## config.mk

```make
export PLATFORM = sky130hd
export DESIGN_NAME = ora_option_access
export DESIGN_NICKNAME = d
export VERILOG_FILES = /design/src/logic/ora_pkg.sv /design/src/logic/ora_option_access.sv
export SDC_FILE = /design/constraint.sdc
export NUM_CORES = 1
export LEC_CHECK = 0
export BUFFER_PORTS_ARGS = -buffer_cell sky130_fd_sc_hd__buf_4
export CAP_MARGIN = 0
export CORE_MARGIN = 8
export CORE_UTILIZATION = 35
export DETAILED_ROUTE_END_ITERATION = 6
export HOLD_SLACK_MARGIN = 0.08
export PLACE_DENSITY_LB_ADDON = 0.12
export SLEW_MARGIN = 20
export SYNTH_ARGS = -nofsm -noshare
export SYNTH_HDL_FRONTEND = slang
export SYNTH_SLANG_ARGS = --single-unit
```

## constraint.sdc

```tcl
create_clock -name clock_in -period 4.55 [get_ports clock_in]
set_clock_uncertainty 0.05 [all_clocks]
set_input_delay 0.455 -clock clock_in [delete_from_list [all_inputs] [get_ports clock_in]]
set_output_delay 0.455 -clock clock_in [all_outputs]
set_load 0.05 [all_outputs]
```

## src/logic/ora_pkg.sv

```systemverilog
// constants and types for the option register access block
// Summary of operation
// - When the debug port disable bit is 1 the debug pins are released to normal use.
// - The self-programming range field allows in-application writes nowhere, last 1K, last 2K or everywhere.
// - In boot loader mode the range field is ignored and the whole application area may be written.
// - Any in-application write that targets the loader area is always rejected.
// - Loader size 00 gives no loader area and an application area of 0000h to 7fffh.
// - Loader size 01 gives a last-1K loader area and an application area ending at 7bffh.
// - Loader size 10 gives a last-2K loader area and an application area ending at 77ffh.
// - Loader size 11 gives a last-4K loader area and an application area ending at 6fffh.
// - Each trim step moves the clock by about 0.18 percent, upward for larger values.
// - With the factory trim the divider option gives 32, 16, 8 or 2.66MHz.
// - The index register selects an option register and the data window reads or writes it.
// - Index c1h selects code option register zero for read-modify-write through the window.
// - On reset the option registers are loaded from the dedicated flash option area.
package ora_pkg;
  localparam logic [7:0]  ORA_ADDR_INDEX   = 8'hfe;
  localparam logic [7:0]  ORA_ADDR_WINDOW  = 8'hff;
  localparam logic [7:0]  ORA_INX_CTM0     = 8'hc1;
  localparam logic [7:0]  ORA_INX_CTM1     = 8'hc2;
  localparam logic [7:0]  ORA_INX_TRIM     = 8'h83;
  localparam logic [7:0]  ORA_INDEX_RESET  = 8'h00;
  localparam logic [7:0]  ORA_OPT_RESET    = 8'h00;
  localparam int          ORA_WDT_BIT      = 7;
  localparam int          ORA_XTL_BIT      = 6;
  localparam int          ORA_SCLK_LSB     = 4;
  localparam int          ORA_RSTDIS_BIT   = 3;
  localparam int          ORA_LVRDIS_BIT   = 2;
  localparam int          ORA_LVRS_LSB     = 0;
  localparam int          ORA_VREF_LSB     = 6;
  localparam int          ORA_BOOT_BIT     = 5;
  localparam int          ORA_DBGDIS_BIT   = 4;
  localparam int          ORA_RANGE_LSB    = 2;
  localparam int          ORA_LOADER_AREA_SIZE_LSB   = 0;
  localparam logic [14:0] ORA_FLASH_TOP    = 15'h7fff;
  localparam logic [14:0] ORA_APP_END_NONE = 15'h7fff;
  localparam logic [14:0] ORA_APP_END_1K   = 15'h7bff;
  localparam logic [14:0] ORA_APP_END_2K   = 15'h77ff;
  localparam logic [14:0] ORA_APP_END_4K   = 15'h6fff;
  localparam logic [14:0] ORA_LAST_1K_BASE = 15'h7c00;
  localparam logic [14:0] ORA_LAST_2K_BASE = 15'h7800;
  localparam logic [1:0]  ORA_CLKDIV_1     = 2'h0;
  localparam logic [1:0]  ORA_CLKDIV_2     = 2'h1;
  localparam logic [1:0]  ORA_CLKDIV_4     = 2'h2;
  localparam logic [3:0]  ORA_DIV_1        = 4'h1;
  localparam logic [3:0]  ORA_DIV_2        = 4'h2;
  localparam logic [3:0]  ORA_DIV_4        = 4'h4;
  localparam logic [3:0]  ORA_DIV_12       = 4'hc;

  typedef enum logic [2:0] {
    ORA_ST_RESET = 3'b001,
    ORA_ST_LOAD  = 3'b010,
    ORA_ST_RUN   = 3'b100
  } ora_state_e;

  typedef struct packed {
    logic       wr;
    logic       rd;
    logic [7:0] addr;
    logic [7:0] wdata;
  } ora_sfr_s;

  typedef struct packed {
    ora_state_e state;
    logic [7:0] index;
    logic [7:0] ctm0;
    logic [7:0] ctm1;
    logic [7:0] trim;
    logic [7:0] rdata;
  } ora_regs_s;
endpackage : ora_pkg

```

## src/logic/ora_option_access.sv

```systemverilog
// option register bank reached through an index and data window
`timescale 1ns/1ps
module ora_option_access (
  input  wire logic          clock_in,
  input  wire logic          rst_in,
  // register bus from the core
  input  wire ora_pkg::ora_sfr_s sfr_in,
  // option sources sampled while loading
  input  wire logic [7:0]    flash_ctm0_in,
  input  wire logic [7:0]    flash_ctm1_in,
  input  wire logic [7:0]    factory_trim_in,
  // in-application programming request
  input  wire logic          boot_mode_in,
  input  wire logic          iap_req_in,
  input  wire logic [14:0]   iap_addr_in,
  // read data, programming gate and load status
  output logic [7:0]         sfr_rdata_out,
  output logic               iap_allow_out,
  output logic               load_done_out,
  // option fields
  output logic               debug_port_disable_out,
  output logic               boot_from_loader_out,
  output logic [14:0]        app_end_out,
  output logic [7:0]         oscillator_trim_out,
  output logic [3:0]         clock_divide_out,
  output logic               watchdog_enable_option_out,
  output logic               crystal_enable_out,
  output logic               ext_reset_disable_out,
  output logic               lvr_disable_out,
  output logic [1:0]         lvr_level_out,
  output logic [1:0]         vref_select_out
);
  ora_pkg::ora_regs_s r;
  ora_pkg::ora_regs_s next_r;
  logic [1:0]  self_program_range;
  logic [1:0]  loader_area_size;
  logic [14:0] app_end;
  logic        in_app;
  logic        range_ok;
  logic [7:0]  selected;
  logic [14:0] loader_base;
  logic        loader_present;
  logic        in_loader;
  logic        range_open;
  logic [14:0] range_base;
  logic        running;
  logic        take_rd;
  logic        take_wr;
  logic        sel_ctm0;
  logic        sel_ctm1;
  logic        sel_trim;
  logic        hit_index;
  logic        hit_window;
  logic        rd_index;
  logic        rd_window;
  logic        wr_index;
  logic        wr_ctm0;
  logic        wr_ctm1;
  logic        wr_trim;

  assign self_program_range = r.ctm1[ora_pkg::ORA_RANGE_LSB +: 2];
  assign loader_area_size   = r.ctm1[ora_pkg::ORA_LOADER_AREA_SIZE_LSB +: 2];

  // application area end and loader area from the loader area size
  always_comb begin
    case (loader_area_size)
      2'h0: begin
        app_end        = ora_pkg::ORA_APP_END_NONE;
        loader_present = 1'b0;
        loader_base    = ora_pkg::ORA_FLASH_TOP;
      end
      2'h1: begin
        app_end        = ora_pkg::ORA_APP_END_1K;
        loader_present = 1'b1;
        loader_base    = ora_pkg::ORA_LAST_1K_BASE;
      end
      2'h2: begin
        app_end        = ora_pkg::ORA_APP_END_2K;
        loader_present = 1'b1;
        loader_base    = ora_pkg::ORA_LAST_2K_BASE;
      end
      default: begin
        app_end        = ora_pkg::ORA_APP_END_4K;
        loader_present = 1'b1;
        loader_base    = ora_pkg::ORA_APP_END_4K + 15'h0001;
      end
    endcase
  end

  // loader area is never writable, whatever the mode or range
  always_comb begin
    in_loader = loader_present && (iap_addr_in >= loader_base);
    in_app    = !in_loader && (iap_addr_in <= app_end);
  end

  // lowest address that the range field opens to in-application writes
  always_comb begin
    case (self_program_range)
      2'h0: begin
        range_open = 1'b0;
        range_base = ora_pkg::ORA_FLASH_TOP;
      end
      2'h1: begin
        range_open = 1'b1;
        range_base = ora_pkg::ORA_LAST_1K_BASE;
      end
      2'h2: begin
        range_open = 1'b1;
        range_base = ora_pkg::ORA_LAST_2K_BASE;
      end
      default: begin
        range_open = 1'b1;
        range_base = 15'h0000;
      end
    endcase
    range_ok = range_open && (iap_addr_in >= range_base);
  end

  // boot loader ignores the range field but never the loader fence
  always_comb begin
    iap_allow_out = 1'b0;
    if (iap_req_in && in_app) begin
      if (boot_mode_in) begin
        iap_allow_out = 1'b1;
      end else if (range_ok) begin
        iap_allow_out = 1'b1;
      end
    end
  end

  // accesses count only once the options are loaded
  always_comb begin
    running = r.state == ora_pkg::ORA_ST_RUN;
    take_rd = running && sfr_in.rd;
    take_wr = running && sfr_in.wr;
  end

  // index decode of the register behind the window
  always_comb begin
    sel_ctm0 = 1'b0;
    sel_ctm1 = 1'b0;
    sel_trim = 1'b0;
    if (r.index == ora_pkg::ORA_INX_CTM0) begin
      sel_ctm0 = 1'b1;
    end else if (r.index == ora_pkg::ORA_INX_CTM1) begin
      sel_ctm1 = 1'b1;
    end else if (r.index == ora_pkg::ORA_INX_TRIM) begin
      sel_trim = 1'b1;
    end
  end

  // register bus strobes split per target
  always_comb begin
    hit_index  = 1'b0;
    hit_window = 1'b0;
    if (sfr_in.addr == ora_pkg::ORA_ADDR_INDEX) begin
      hit_index = 1'b1;
    end else if (sfr_in.addr == ora_pkg::ORA_ADDR_WINDOW) begin
      hit_window = 1'b1;
    end
    rd_index  = take_rd && hit_index;
    rd_window = take_rd && hit_window;
    wr_index  = take_wr && hit_index;
    wr_ctm0   = 1'b0;
    wr_ctm1   = 1'b0;
    wr_trim   = 1'b0;
    if (take_wr && hit_window) begin
      if (sel_ctm0) begin
        wr_ctm0 = 1'b1;
      end else if (sel_ctm1) begin
        wr_ctm1 = 1'b1;
      end else if (sel_trim) begin
        wr_trim = 1'b1;
      end
    end
  end

  // selected option register, no side effects on read
  always_comb begin
    selected = 8'h00;
    if (sel_ctm0) begin
      selected = r.ctm0;
    end else if (sel_ctm1) begin
      selected = r.ctm1;
    end else if (sel_trim) begin
      selected = r.trim;
    end
  end

  always_comb begin
    next_r = r;
    case (r.state)
      ora_pkg::ORA_ST_RESET: begin
        next_r.state = ora_pkg::ORA_ST_LOAD;
      end
      ora_pkg::ORA_ST_LOAD: begin
        next_r.ctm0  = flash_ctm0_in;
        next_r.ctm1  = flash_ctm1_in;
        next_r.trim  = factory_trim_in;
        next_r.state = ora_pkg::ORA_ST_RUN;
      end
      ora_pkg::ORA_ST_RUN: begin
        if (rd_index) begin
          next_r.rdata = r.index;
        end else if (rd_window) begin
          next_r.rdata = selected;
        end else if (take_rd) begin
          next_r.rdata = 8'h00;
        end
        if (wr_index) begin
          next_r.index = sfr_in.wdata;
        end
        if (wr_ctm0) begin
          next_r.ctm0 = sfr_in.wdata;
        end
        if (wr_ctm1) begin
          next_r.ctm1 = sfr_in.wdata;
        end
        if (wr_trim) begin
          next_r.trim = sfr_in.wdata;
        end
      end
      default: begin
        next_r.state = ora_pkg::ORA_ST_RESET;
      end
    endcase
  end

  always_ff @(posedge clock_in or posedge rst_in) begin
    if (rst_in) begin
      r.state <= ora_pkg::ORA_ST_RESET;
      r.index <= ora_pkg::ORA_INDEX_RESET;
      r.ctm0  <= ora_pkg::ORA_OPT_RESET;
      r.ctm1  <= ora_pkg::ORA_OPT_RESET;
      r.trim  <= ora_pkg::ORA_OPT_RESET;
      r.rdata <= 8'h00;
    end else begin
      r <= next_r;
    end
  end

  // clock divider selection for 32/16/8/2.66 MHz
  always_comb begin
    case (r.ctm0[ora_pkg::ORA_SCLK_LSB +: 2])
      ora_pkg::ORA_CLKDIV_1: begin
        clock_divide_out = ora_pkg::ORA_DIV_1;
      end
      ora_pkg::ORA_CLKDIV_2: begin
        clock_divide_out = ora_pkg::ORA_DIV_2;
      end
      ora_pkg::ORA_CLKDIV_4: begin
        clock_divide_out = ora_pkg::ORA_DIV_4;
      end
      default: begin
        clock_divide_out = ora_pkg::ORA_DIV_12;
      end
    endcase
  end

  // register bus and load status
  always_comb begin
    sfr_rdata_out = r.rdata;
    load_done_out = running;
    app_end_out   = app_end;
  end

  // debug port, boot and reference fields of code option register one
  always_comb begin
    debug_port_disable_out = r.ctm1[ora_pkg::ORA_DBGDIS_BIT];
    boot_from_loader_out   = r.ctm1[ora_pkg::ORA_BOOT_BIT];
    vref_select_out        = r.ctm1[ora_pkg::ORA_VREF_LSB +: 2];
  end

  // fast oscillator trim word
  always_comb begin
    oscillator_trim_out = r.trim;
  end

  // supervisory fields of code option register zero
  always_comb begin
    watchdog_enable_option_out = r.ctm0[ora_pkg::ORA_WDT_BIT];
    crystal_enable_out         = r.ctm0[ora_pkg::ORA_XTL_BIT];
    ext_reset_disable_out      = r.ctm0[ora_pkg::ORA_RSTDIS_BIT];
    lvr_disable_out            = r.ctm0[ora_pkg::ORA_LVRDIS_BIT];
    lvr_level_out              = r.ctm0[ora_pkg::ORA_LVRS_LSB +: 2];
  end
endmodule : ora_option_access

```

==> results.json, run 1 <==
{
  "status": "finished, final reports clean",
  "leakage_nw": 1.88,
  "syn_area_per_cell_sq_um": 8.77,
  "h-tree-depth": 2,
  "clock_latency_ns": 0.29,
  "max-cap-violations": 0,
  "finalCriticalPeriod_ns": 3.12,
  "yosysTopAreaCellShare_pct": 33.0,
  "synth_ff_type": "dfrtp_1",
  "postSynthCellCount": 363,
  "port-buffer-count": 95,
  "drtIter0Drc": 96,
  "crit_fanout": 12,
  "wirelength_mm": 9.71,
  "tightestPinTransition_ns": 1.02,
  "drv_slew": 0,
  "finalSetupTns_ns": 0,
  "ys_seq_elements": 43,
  "area_growth_pct": 21.8,
  "root_buffer": "clkbuf_8",
  "clockBufferDepth": 2,
  "cp-end-kind": "output pin",
  "ys_types": 52,
  "post_cts_buffers": 0,
  "drt_first_pass_iters": 4,
  "critPathRequiredTime_ns": 4.05,
  "min_path_type": "input port to asynchronous set/reset pin",
  "numCtsBuffers": 5,
  "die_y_um": 111,
  "worstSetupPathType": "flip-flop to output pin",
  "ys_warn_count": 0,
  "drc": 0,
  "grt_pass1_wl_mm": 15.7,
  "ir_worst_vdd_mv": 0.141,
  "start_kind": "flip-flop",
  "overflow": 0,
  "max_freq_ghz": 0.320,
  "hold_violations": 0,
  "antenna_found_initial": 0,
  "gr-usage-all-layers_pct": 15.3,
  "synth-edff-count": 0,
  "diodes": 0,
  "synth_seq_area_share_pct": 33.9,
  "synth_largest_area_cell": "dfrtp_1",
  "power_density_nw_per_um2": 248,
  "clock_sinks": 43,
  "post_dp_cell_area_sq_um": 3760,
  "final_cell_area_sq_um": 3880,
  "worst_slew_margin_rel_pct": 31.9,
  "vias": 2762,
  "cts_resized": 0,
  "gp_congestion": 0.797,
  "rsz0062_at_grt": "no",
  "dp_hpwl_mm": 7.89,
  "synth.area.top_cells": "dfrtp_1 (33%), ha_1 (12%), a21oi_1 (10%)",
  "clk_pin_slew_worst_paths_ns": 0.08,
  "num_rows": 34,
  "cts_tree": "built",
  "setup_ws_ns": 1.43,
  "drive_gt1_share_pct": 29.4,
  "dp_slack_ns": 1.72,
  "core-area_sq_um": 8760,
  "synth-async-reset-ratio_pct": 100,
  "period_share_pct": 68.6,
  "synth_commonest_cells": "a21oi_1 (65), dfrtp_1 (42), buf_4 (32)",
  "drt.antenna.violating_nets": 0,
  "synth.most_common_cell": "a21oi_1",
  "setup_violations": 0,
  "holdBufCountCts": 0,
  "fin_nets": 522,
  "viasPerCell": 5.11,
  "grt_max_degree": 44,
  "dieWidth_um": 111,
  "arrival_ns": 2.62,
  "start_util_pct": 36.3,
  "num_io_pins": 108,
  "routedWlPerCell_um": 18.0,
  "dieArea_sq_um": 12400,
  "syn_area_sq_um": 3180,
  "grt_pass1_vias": 2905
}
-- layout by cell type (no fill, tap or decap), drive strengths merged, types with 2 or more instances in the layout --
cell and count:
buf 96, a21oi 66, dfrtp 42, o21ai 36
ha 30, nand2 28, nor2 15, nand3 13
conb 12, and3 12, and2 12, inv 10
mux2 8, clkbuf 6, nand4 5, nor2b 4
nor3b 4, nor4 4, a21o 3, a211oi 2
nor3 2, and4 2, or2 2
-- worst paths after layout --
| kind | from | endpoint | slack [ns] | cells past startpoint |
|---|---|---|---|---|
| setup / recovery | r[18] | iap_allow_out | 1.43 | 8 |
| hold / removal | rst_in | oscillator_trim_out[2] | 0.26 | 3 |
| setup reg to reg | r[41] | sfr_rdata_out[0] | 1.82 | 7 |
| hold reg to reg | sfr_rdata_out[4] | sfr_rdata_out[4] | 0.47 | 2 |
| max in group asynchronous | rst_in | vref_select_out[0] | 3.81 | 3 |
| min in group clock_in | sfr_in[2] | r[34] | 0.35 | 2 |
-- final cells by class --
type | instances | area [sq um]
sequential | 43 | 1080
clock buffer | 6 | 82.6
fill | 888 | 4890
clock inverter | 2 | 35.0
tap | 108 | 135
timing repair buffer | 96 | 721
inverter | 10 | 37.5
multi-input combinational | 275 | 1790
-- where the power goes --
| part | internal [mW] | switching [mW] |
|---|---|---|
| Combinational | 0.0899 | 0.149 |
| Clock | 0.178 | 0.133 |
| Sequential | 0.396 | 0.0159 |
| Total | 0.664 | 0.298 |
-- routing by layer --
metal	track usage, %	routed length (um)	up-vias
met2	24.5	4530	72
met3	3.33	471	4
li1	-	-	1394
met1	20.8	4640	1292
met5	0	0	-
met4	2.67	66	0
-- critical path, stage by stage (launching register included) --
cell and delay (ns):
dfrtp_1 0.41, or2_2 0.42, ha_1 0.33, nand4_1 0.14
nor3_1 0.23, and3_1 0.17, o21ai_0 0.06, a311oi_1 0.31
buf_4 0.25
-- kinds of logic (layout without fill, tap and decap cells) --
logic type / after synthesis / in the layout / share of synthesized area [%]
AND/OR/NAND/NOR: 109 / 109 / 20.1
adder cells (fa/ha/maj): 30 / 30 / 11.8
XOR/XNOR: 1 / 1 / 0.275
other: 1 / 12 / 0.118
buffers and inverters: 56 / 114 / 11.2
AO/OA/AOI/OAI: 115 / 115 / 19.7
flip-flops: 43 / 43 / 33.9
multiplexers: 8 / 8 / 2.83
-- registers in the layout, summed over array words and instances, names as in the netlist --
register                    count
crystal_enable_out              1
loader_area_size                2
sfr_rdata_out                   8
lvr_disable_out                 1
debug_port_disable_out          1
boot_from_loader_out            1
watchdog_enable_option_out      1
r                              15
ext_reset_disable_out           1
lvr_level_out                   2
oscillator_trim_out             8
vref_select_out                 2
-- metrics by stage --
step / instances / hold WS (ns) / power (mW) / utilization [%]
after global routing: 540 / 0.310 / 1.01 / 44.2
after detailed placement: 532 / 0.450 / 0.660 / 42.9
final: 540 / 0.256 / 0.962 / 44.2
after global placement: 532 / 0.449 / 0.658 / 42.9
after CTS: 540 / 0.270 / 0.972 / 44.2
after floorplan: 374 / 0.410 / 0.579 / -
No activity file was read; power rests on OpenSTA's default activity.
==> run 2: changes to the inputs <==
- clock period: 4.55 -> 2.6 ns (I/O delays scaled with it)
==> results.json, run 2 (same netlist as run 1, synthesis figures left out) <==
{
  "crit_buf_inv": 1,
  "clk_pin_slew_worst_paths_ns": 0.08,
  "power_density_nw_per_um2": 423,
  "num_rows": 34,
  "period_share_pct": 102,
  "drive_gt1_share_pct": 34.0,
  "regMostFlops": "r",
  "gp_congestion": 0.823,
  "cp_slowest_stage_delay_ns": 0.40,
  "num_io_pins": 108,
  "largest_reg_flops": 15,
  "mostFrequentLayoutCell": "buf_4",
  "drv_slew": 0,
  "die_y_um": 111,
  "whs_ns": 0.150,
  "power.total_mw": 1.71,
  "grt_max_degree": 44,
  "antenna_found_initial": 0,
  "critPathRequiredTime_ns": 2.29,
  "status": "finished, violations left",
  "crit_slowest_cell": "dfrtp_1",
  "drtIter0Drc": 81,
  "port-buffer-count": 95,
  "critPathTopFamily": "compound AO/OA/AOI/OAI gates",
  "gr-usage-all-layers_pct": 15.3,
  "cts_tree": "built",
  "leakage_nw": 1.94,
  "diodes": 0,
  "setup_violations": 1,
  "grt_pass1_vias": 2870,
  "dieWidth_um": 111,
  "max-cap-violations": 0,
  "drt.antenna.violating_nets": 0,
  "worstSetupPathType": "flip-flop to output pin",
  "drc": 0,
  "num-fill-cells": 877,
  "core-area_sq_um": 8760,
  "max_freq_ghz": 0.378,
  "violations": "negative setup slack",
  "setup_ws_ns": -0.0455,
  "clockBufferDepth": 2,
  "drt_first_pass_iters": 4,
  "area_growth_pct": 27.5,
  "routedWlPerCell_um": 17.7,
  "vias": 2817,
  "numCtsBuffers": 5,
  "dp_hpwl_mm": 7.89,
  "hold_violations": 0,
  "start_kind": "flip-flop",
  "grt_pass1_wl_mm": 15.4,
  "cp-end-kind": "output pin",
  "start_util_pct": 36.3,
  "tightestPinTransition_ns": 0.721,
  "dieArea_sq_um": 12400,
  "crit_chain": "or2_4 -> ha_1 -> nand2_1 -> o21a_1 -> o32ai_2 -> o31ai_2 -> a311oi_4 -> buf_6",
  "rsz0062_at_grt": "yes",
  "finalSetupTns_ns": -0.0455,
  "finalCriticalPeriod_ns": 2.65,
  "crit_fanout": 6,
  "clock_sinks": 43,
  "ir_worst_vdd_mv": 0.197,
  "worst_slew_margin_rel_pct": 51.5,
  "fin_nets": 534,
  "wirelength_mm": 9.76,
  "viasPerCell": 5.10,
  "min_path_type": "input port to flip-flop",
  "arrival_ns": 2.34,
  "final_cell_mix": "buf_4 (105), a21oi_1 (65), dfrtp_1 (41)",
  "root_buffer": "clkbuf_8",
  "overflow": 0,
  "h-tree-depth": 2,
  "clock_latency_ns": 0.30
}
-- run 2: cell count changes in the layout (fill, tap and decap cells not counted), sizes merged --
cell,previous run,this run
buf,96,106
dlygate4sd3,0,1
or2,2,3
-- run 2: report_power, final --
group / leakage [nW] / total [mW] / internal [mW] / switching, mW
sequential: 0.534 / 0.720 / 0.693 / 0.0270
clock: 0.0612 / 0.547 / 0.311 / 0.236
combinational: 1.35 / 0.447 / 0.175 / 0.273
total: 1.94 / 1.71 / 1.18 / 0.536
-- run 2: path summary, 6_finish.rpt --
path,startpoint,endpoint,slack (ns),cells past startpoint
max in group asynchronous,rst_in,loader_area_size[1],1.51,4
setup reg to reg,r[41],sfr_rdata_out[0],0.45,7
hold / removal,sfr_in[5],r[37],0.15,2
setup / recovery,r[19],iap_allow_out,-0.05,8
min in group asynchronous,rst_in,oscillator_trim_out[0],0.60,4
hold reg to reg,sfr_rdata_out[1],sfr_rdata_out[1],0.47,2
-- run 2: worst register-to-register path, delay by kind of cell (launching register included) --
| kind | cells | cell delay (ns) |
|---|---|---|
| simple gates | 4 | 0.96 |
| compound gates | 2 | 0.40 |
| buf+inv | 1 | 0.24 |
| flops | 1 | 0.42 |
-- run 2: cell type report --
class	count	area, sq um	area share [%]
Sequential cell	43	1080	26.6
Timing Repair Buffer	107	810	20.0
Multi-Input combinational cell	276	1880	46.3
Tap cell	108	135	3.33
Inverter	10	40.0	0.987
Clock inverter	2	35.0	0.863
Clock buffer	6	82.6	2.04
-- run 2: repair_timing --
action	CTS	global route
endpoints found under the setup margin	1	1
buffers inserted	1	1
hold buffers	1	0
gates resized for setup	14	3
endpoints found under the hold margin	33	0
gates cloned	1	0
pin swaps	8	2
-- run 2: layer usage --
metal | up-vias | global-route usage [%] | wire length [um]
li1 | 1431 | - | -
met1 | 1312 | 20.2 | 4750
met2 | 70 | 24.8 | 4520
met3 | 4 | 3.65 | 437
met4 | 0 | 2.93 | 49
met5 | - | 0 | 0
-- run 2: per-stage QoR --
step           util [%]  area [sq um]  cells  setup WS, ns
2_1_floorplan         -          3250    374        0.0130
3_3_place_gp       43.8          3840    540        0.0367
3_5_place_dp       43.8          3840    540       -0.0214
4_1_cts            46.0          4030    551       -0.0623
5_1_grt            46.3          4060    552        -0.143
6_report           46.3          4060    552       -0.0455
==> run 3: changes to the inputs <==
--- a/config.mk
+++ b/config.mk
@@ -9,4 +9,6 @@
 export CAP_MARGIN = 0
+export CELL_PAD_IN_SITES_DETAIL_PLACEMENT = 0
+export CELL_PAD_IN_SITES_GLOBAL_PLACEMENT = 1
 export CORE_MARGIN = 8
-export CORE_UTILIZATION = 35
+export CORE_UTILIZATION = 34
 export DETAILED_ROUTE_END_ITERATION = 6
--- a/constraint.sdc
+++ b/constraint.sdc
@@ -4,2 +4,2 @@
 set_output_delay 0.26 -clock clock_in [all_outputs]
-set_load 0.05 [all_outputs]
+set_load 0.005 [all_outputs]
==> results.json, run 3 (same netlist as run 1, synthesis figures left out) <==
{
  "status": "finished, violations left",
  "violations": "negative setup slack",
  "drt.antenna.violating_nets": 0,
  "rr_startpoint": "r[41]",
  "gp_congestion": 0.798,
  "wl_met3_um": 576,
  "p_seq_share_pct": 45.1,
  "dp_hpwl_mm": 7.97,
  "stdcell_count": 552,
  "diodes": 0,
  "clock_sinks": 43,
  "clockBufferDepth": 2,
  "power.net_switching_uw": 425,
  "ff2ff_path_depth": 7,
  "drv_slew": 0,
  "core-area_sq_um": 9150,
  "wl_met1_mm": 4.52,
  "area_growth_pct": 24.9,
  "gr-usage-all-layers_pct": 15.9,
  "critPathRequiredTime_ns": 2.29,
  "met2_length_mm": 4.79,
  "fin_nets": 531,
  "rsz0062_at_grt": "yes",
  "hold_violations": 0,
  "finalCriticalPeriod_ns": 2.66,
  "period_share_pct": 102,
  "dieWidth_um": 113,
  "critical_path.startpoint": "r[19]",
  "die_y_um": 113,
  "setup_violations": 1,
  "max-cap-violations": 0,
  "regArea_sq_um": 1080,
  "drt_first_pass_iters": 4,
  "grt_pass1_vias": 2964,
  "regMostFlops": "r",
  "whs_ns": 0.146,
  "mostFrequentLayoutCell": "buf_4",
  "start_kind": "flip-flop",
  "viasPerCell": 5.03,
  "clk_pin_slew_worst_paths_ns": 0.09,
  "power.total_mw": 1.60,
  "r2r_setup_slack_ns": 0.47,
  "setup_ws_ns": -0.0611,
  "numCtsBuffers": 5,
  "cts_tree": "built",
  "internal_power_mw": 1.17,
  "antenna_found_initial": 0,
  "power_density_nw_per_um2": 402,
  "largest_reg_flops": 15,
  "cp-end-kind": "output pin",
  "critPathCapture": "iap_allow_out",
  "num_rows": 35,
  "root_buffer": "clkbuf_8",
  "vias": 2777,
  "highest_layer": "met4",
  "multiInputGateArea_sq_um": 1810,
  "place_inst": 540,
  "clock_latency_ns": 0.30,
  "drtIter0Drc": 89,
  "num-fill-cells": 958,
  "worstSetupPathType": "flip-flop to output pin",
  "overflow": 0,
  "p_sw_share_pct": 26.6,
  "p_comb_share_pct": 19.9,
  "whs_path_depth": 2,
  "wirelength_mm": 9.94,
  "crit_fanout": 6,
  "dieArea_sq_um": 12700,
  "grt_pass1_wl_mm": 16.0,
  "utilization_pct": 43.4,
  "num_io_pins": 108,
  "routedWlPerCell_um": 18.0,
  "p_clk_share_pct": 35.0,
  "tightestPinTransition_ns": 0.665,
  "drive_gt1_share_pct": 31.3,
  "port-buffer-count": 95,
  "arrival_ns": 2.35,
  "worst_slew_margin_rel_pct": 55.3,
  "final_cell_mix": "buf_4 (103), a21oi_1 (65), dfrtp_1 (42)",
  "critical_path.reg2reg.endpoint": "sfr_rdata_out[5]",
  "start_util_pct": 34.8,
  "max_freq_ghz": 0.376,
  "min_path_type": "input port to flip-flop",
  "grt_max_degree": 44,
  "leakage_nw": 1.92,
  "drc": 0,
  "ir_worst_vdd_mv": 0.226,
  "h-tree-depth": 2
}
==> run 3: area by class of cell <==
cell class | count | share of cell area [%]
Multi-Input combinational cell | 276 | 45.7
Sequential cell | 43 | 27.1
Timing Repair Buffer | 104 | 19.7
Tap cell | 111 | 3.50
Clock buffer | 6 | 2.08
Clock inverter | 2 | 0.976
Inverter | 10 | 0.945
==> run 3: worst min-delay path by stage <==
stage / startpoint / end / slack [ns]
2_1_floorplan: sfr_in[0] / r[32] / 0.36
3_3_place_gp: rst_in / r[41] / 0.39
3_5_place_dp: rst_in / r[41] / 0.40
4_1_cts: sfr_in[2] / r[34] / 0.14
5_1_grt: sfr_in[3] / r[35] / 0.14
6_report: sfr_in[2] / r[34] / 0.15
==> run 3: through the flow <==
stage | area (sq um) | worst slack, ns | setup TNS (ns)
2_1_floorplan | 3220 | 0.405 | 0
3_3_place_gp | 3800 | 0.136 | 0
3_5_place_dp | 3800 | 0.0724 | 0
4_1_cts | 3970 | -0.0424 | -0.0424
5_1_grt | 3970 | -0.227 | -0.227
6_report | 3970 | -0.0611 | -0.0611
==> run 3: worst max-delay path, stage by stage, from the launching register on <==
cell	delay [ns]
dfrtp_1	0.42
or2_4	0.31
ha_1	0.32
nand4_1	0.13
nor3_1	0.20
and3_1	0.17
o21ai_0	0.07
a311oi_1	0.27
buf_4	0.17
==> run 3: power by group through the flow <==
stage	combinational, mW	clock, mW	sequential [mW]
CTS	0.322	0.571	0.720
global placement	0.307	0	0.732
floorplan	0.178	0	0.724
global route	0.361	0.595	0.725
finish	0.317	0.559	0.720
detailed placement	0.312	0	0.732
==> run 3: routing by layer <==
metal	global-route usage, %	up-vias
li1	-	1418
met2	26.5	69
met1	20.8	1285
met4	2.70	0
met3	3.67	5
met5	0	-
==> run 3: what timing repair did <==
item | 4_1_cts | 5_1_grt
pin swaps | 4 | 0
setup buffers | 2 | 0
endpoints found under the setup margin | 1 | 1
endpoints found under the hold margin | 32 | 0
gates cloned | 1 | 0
hold buffers | 1 | 0
gates resized for setup | 5 | 0
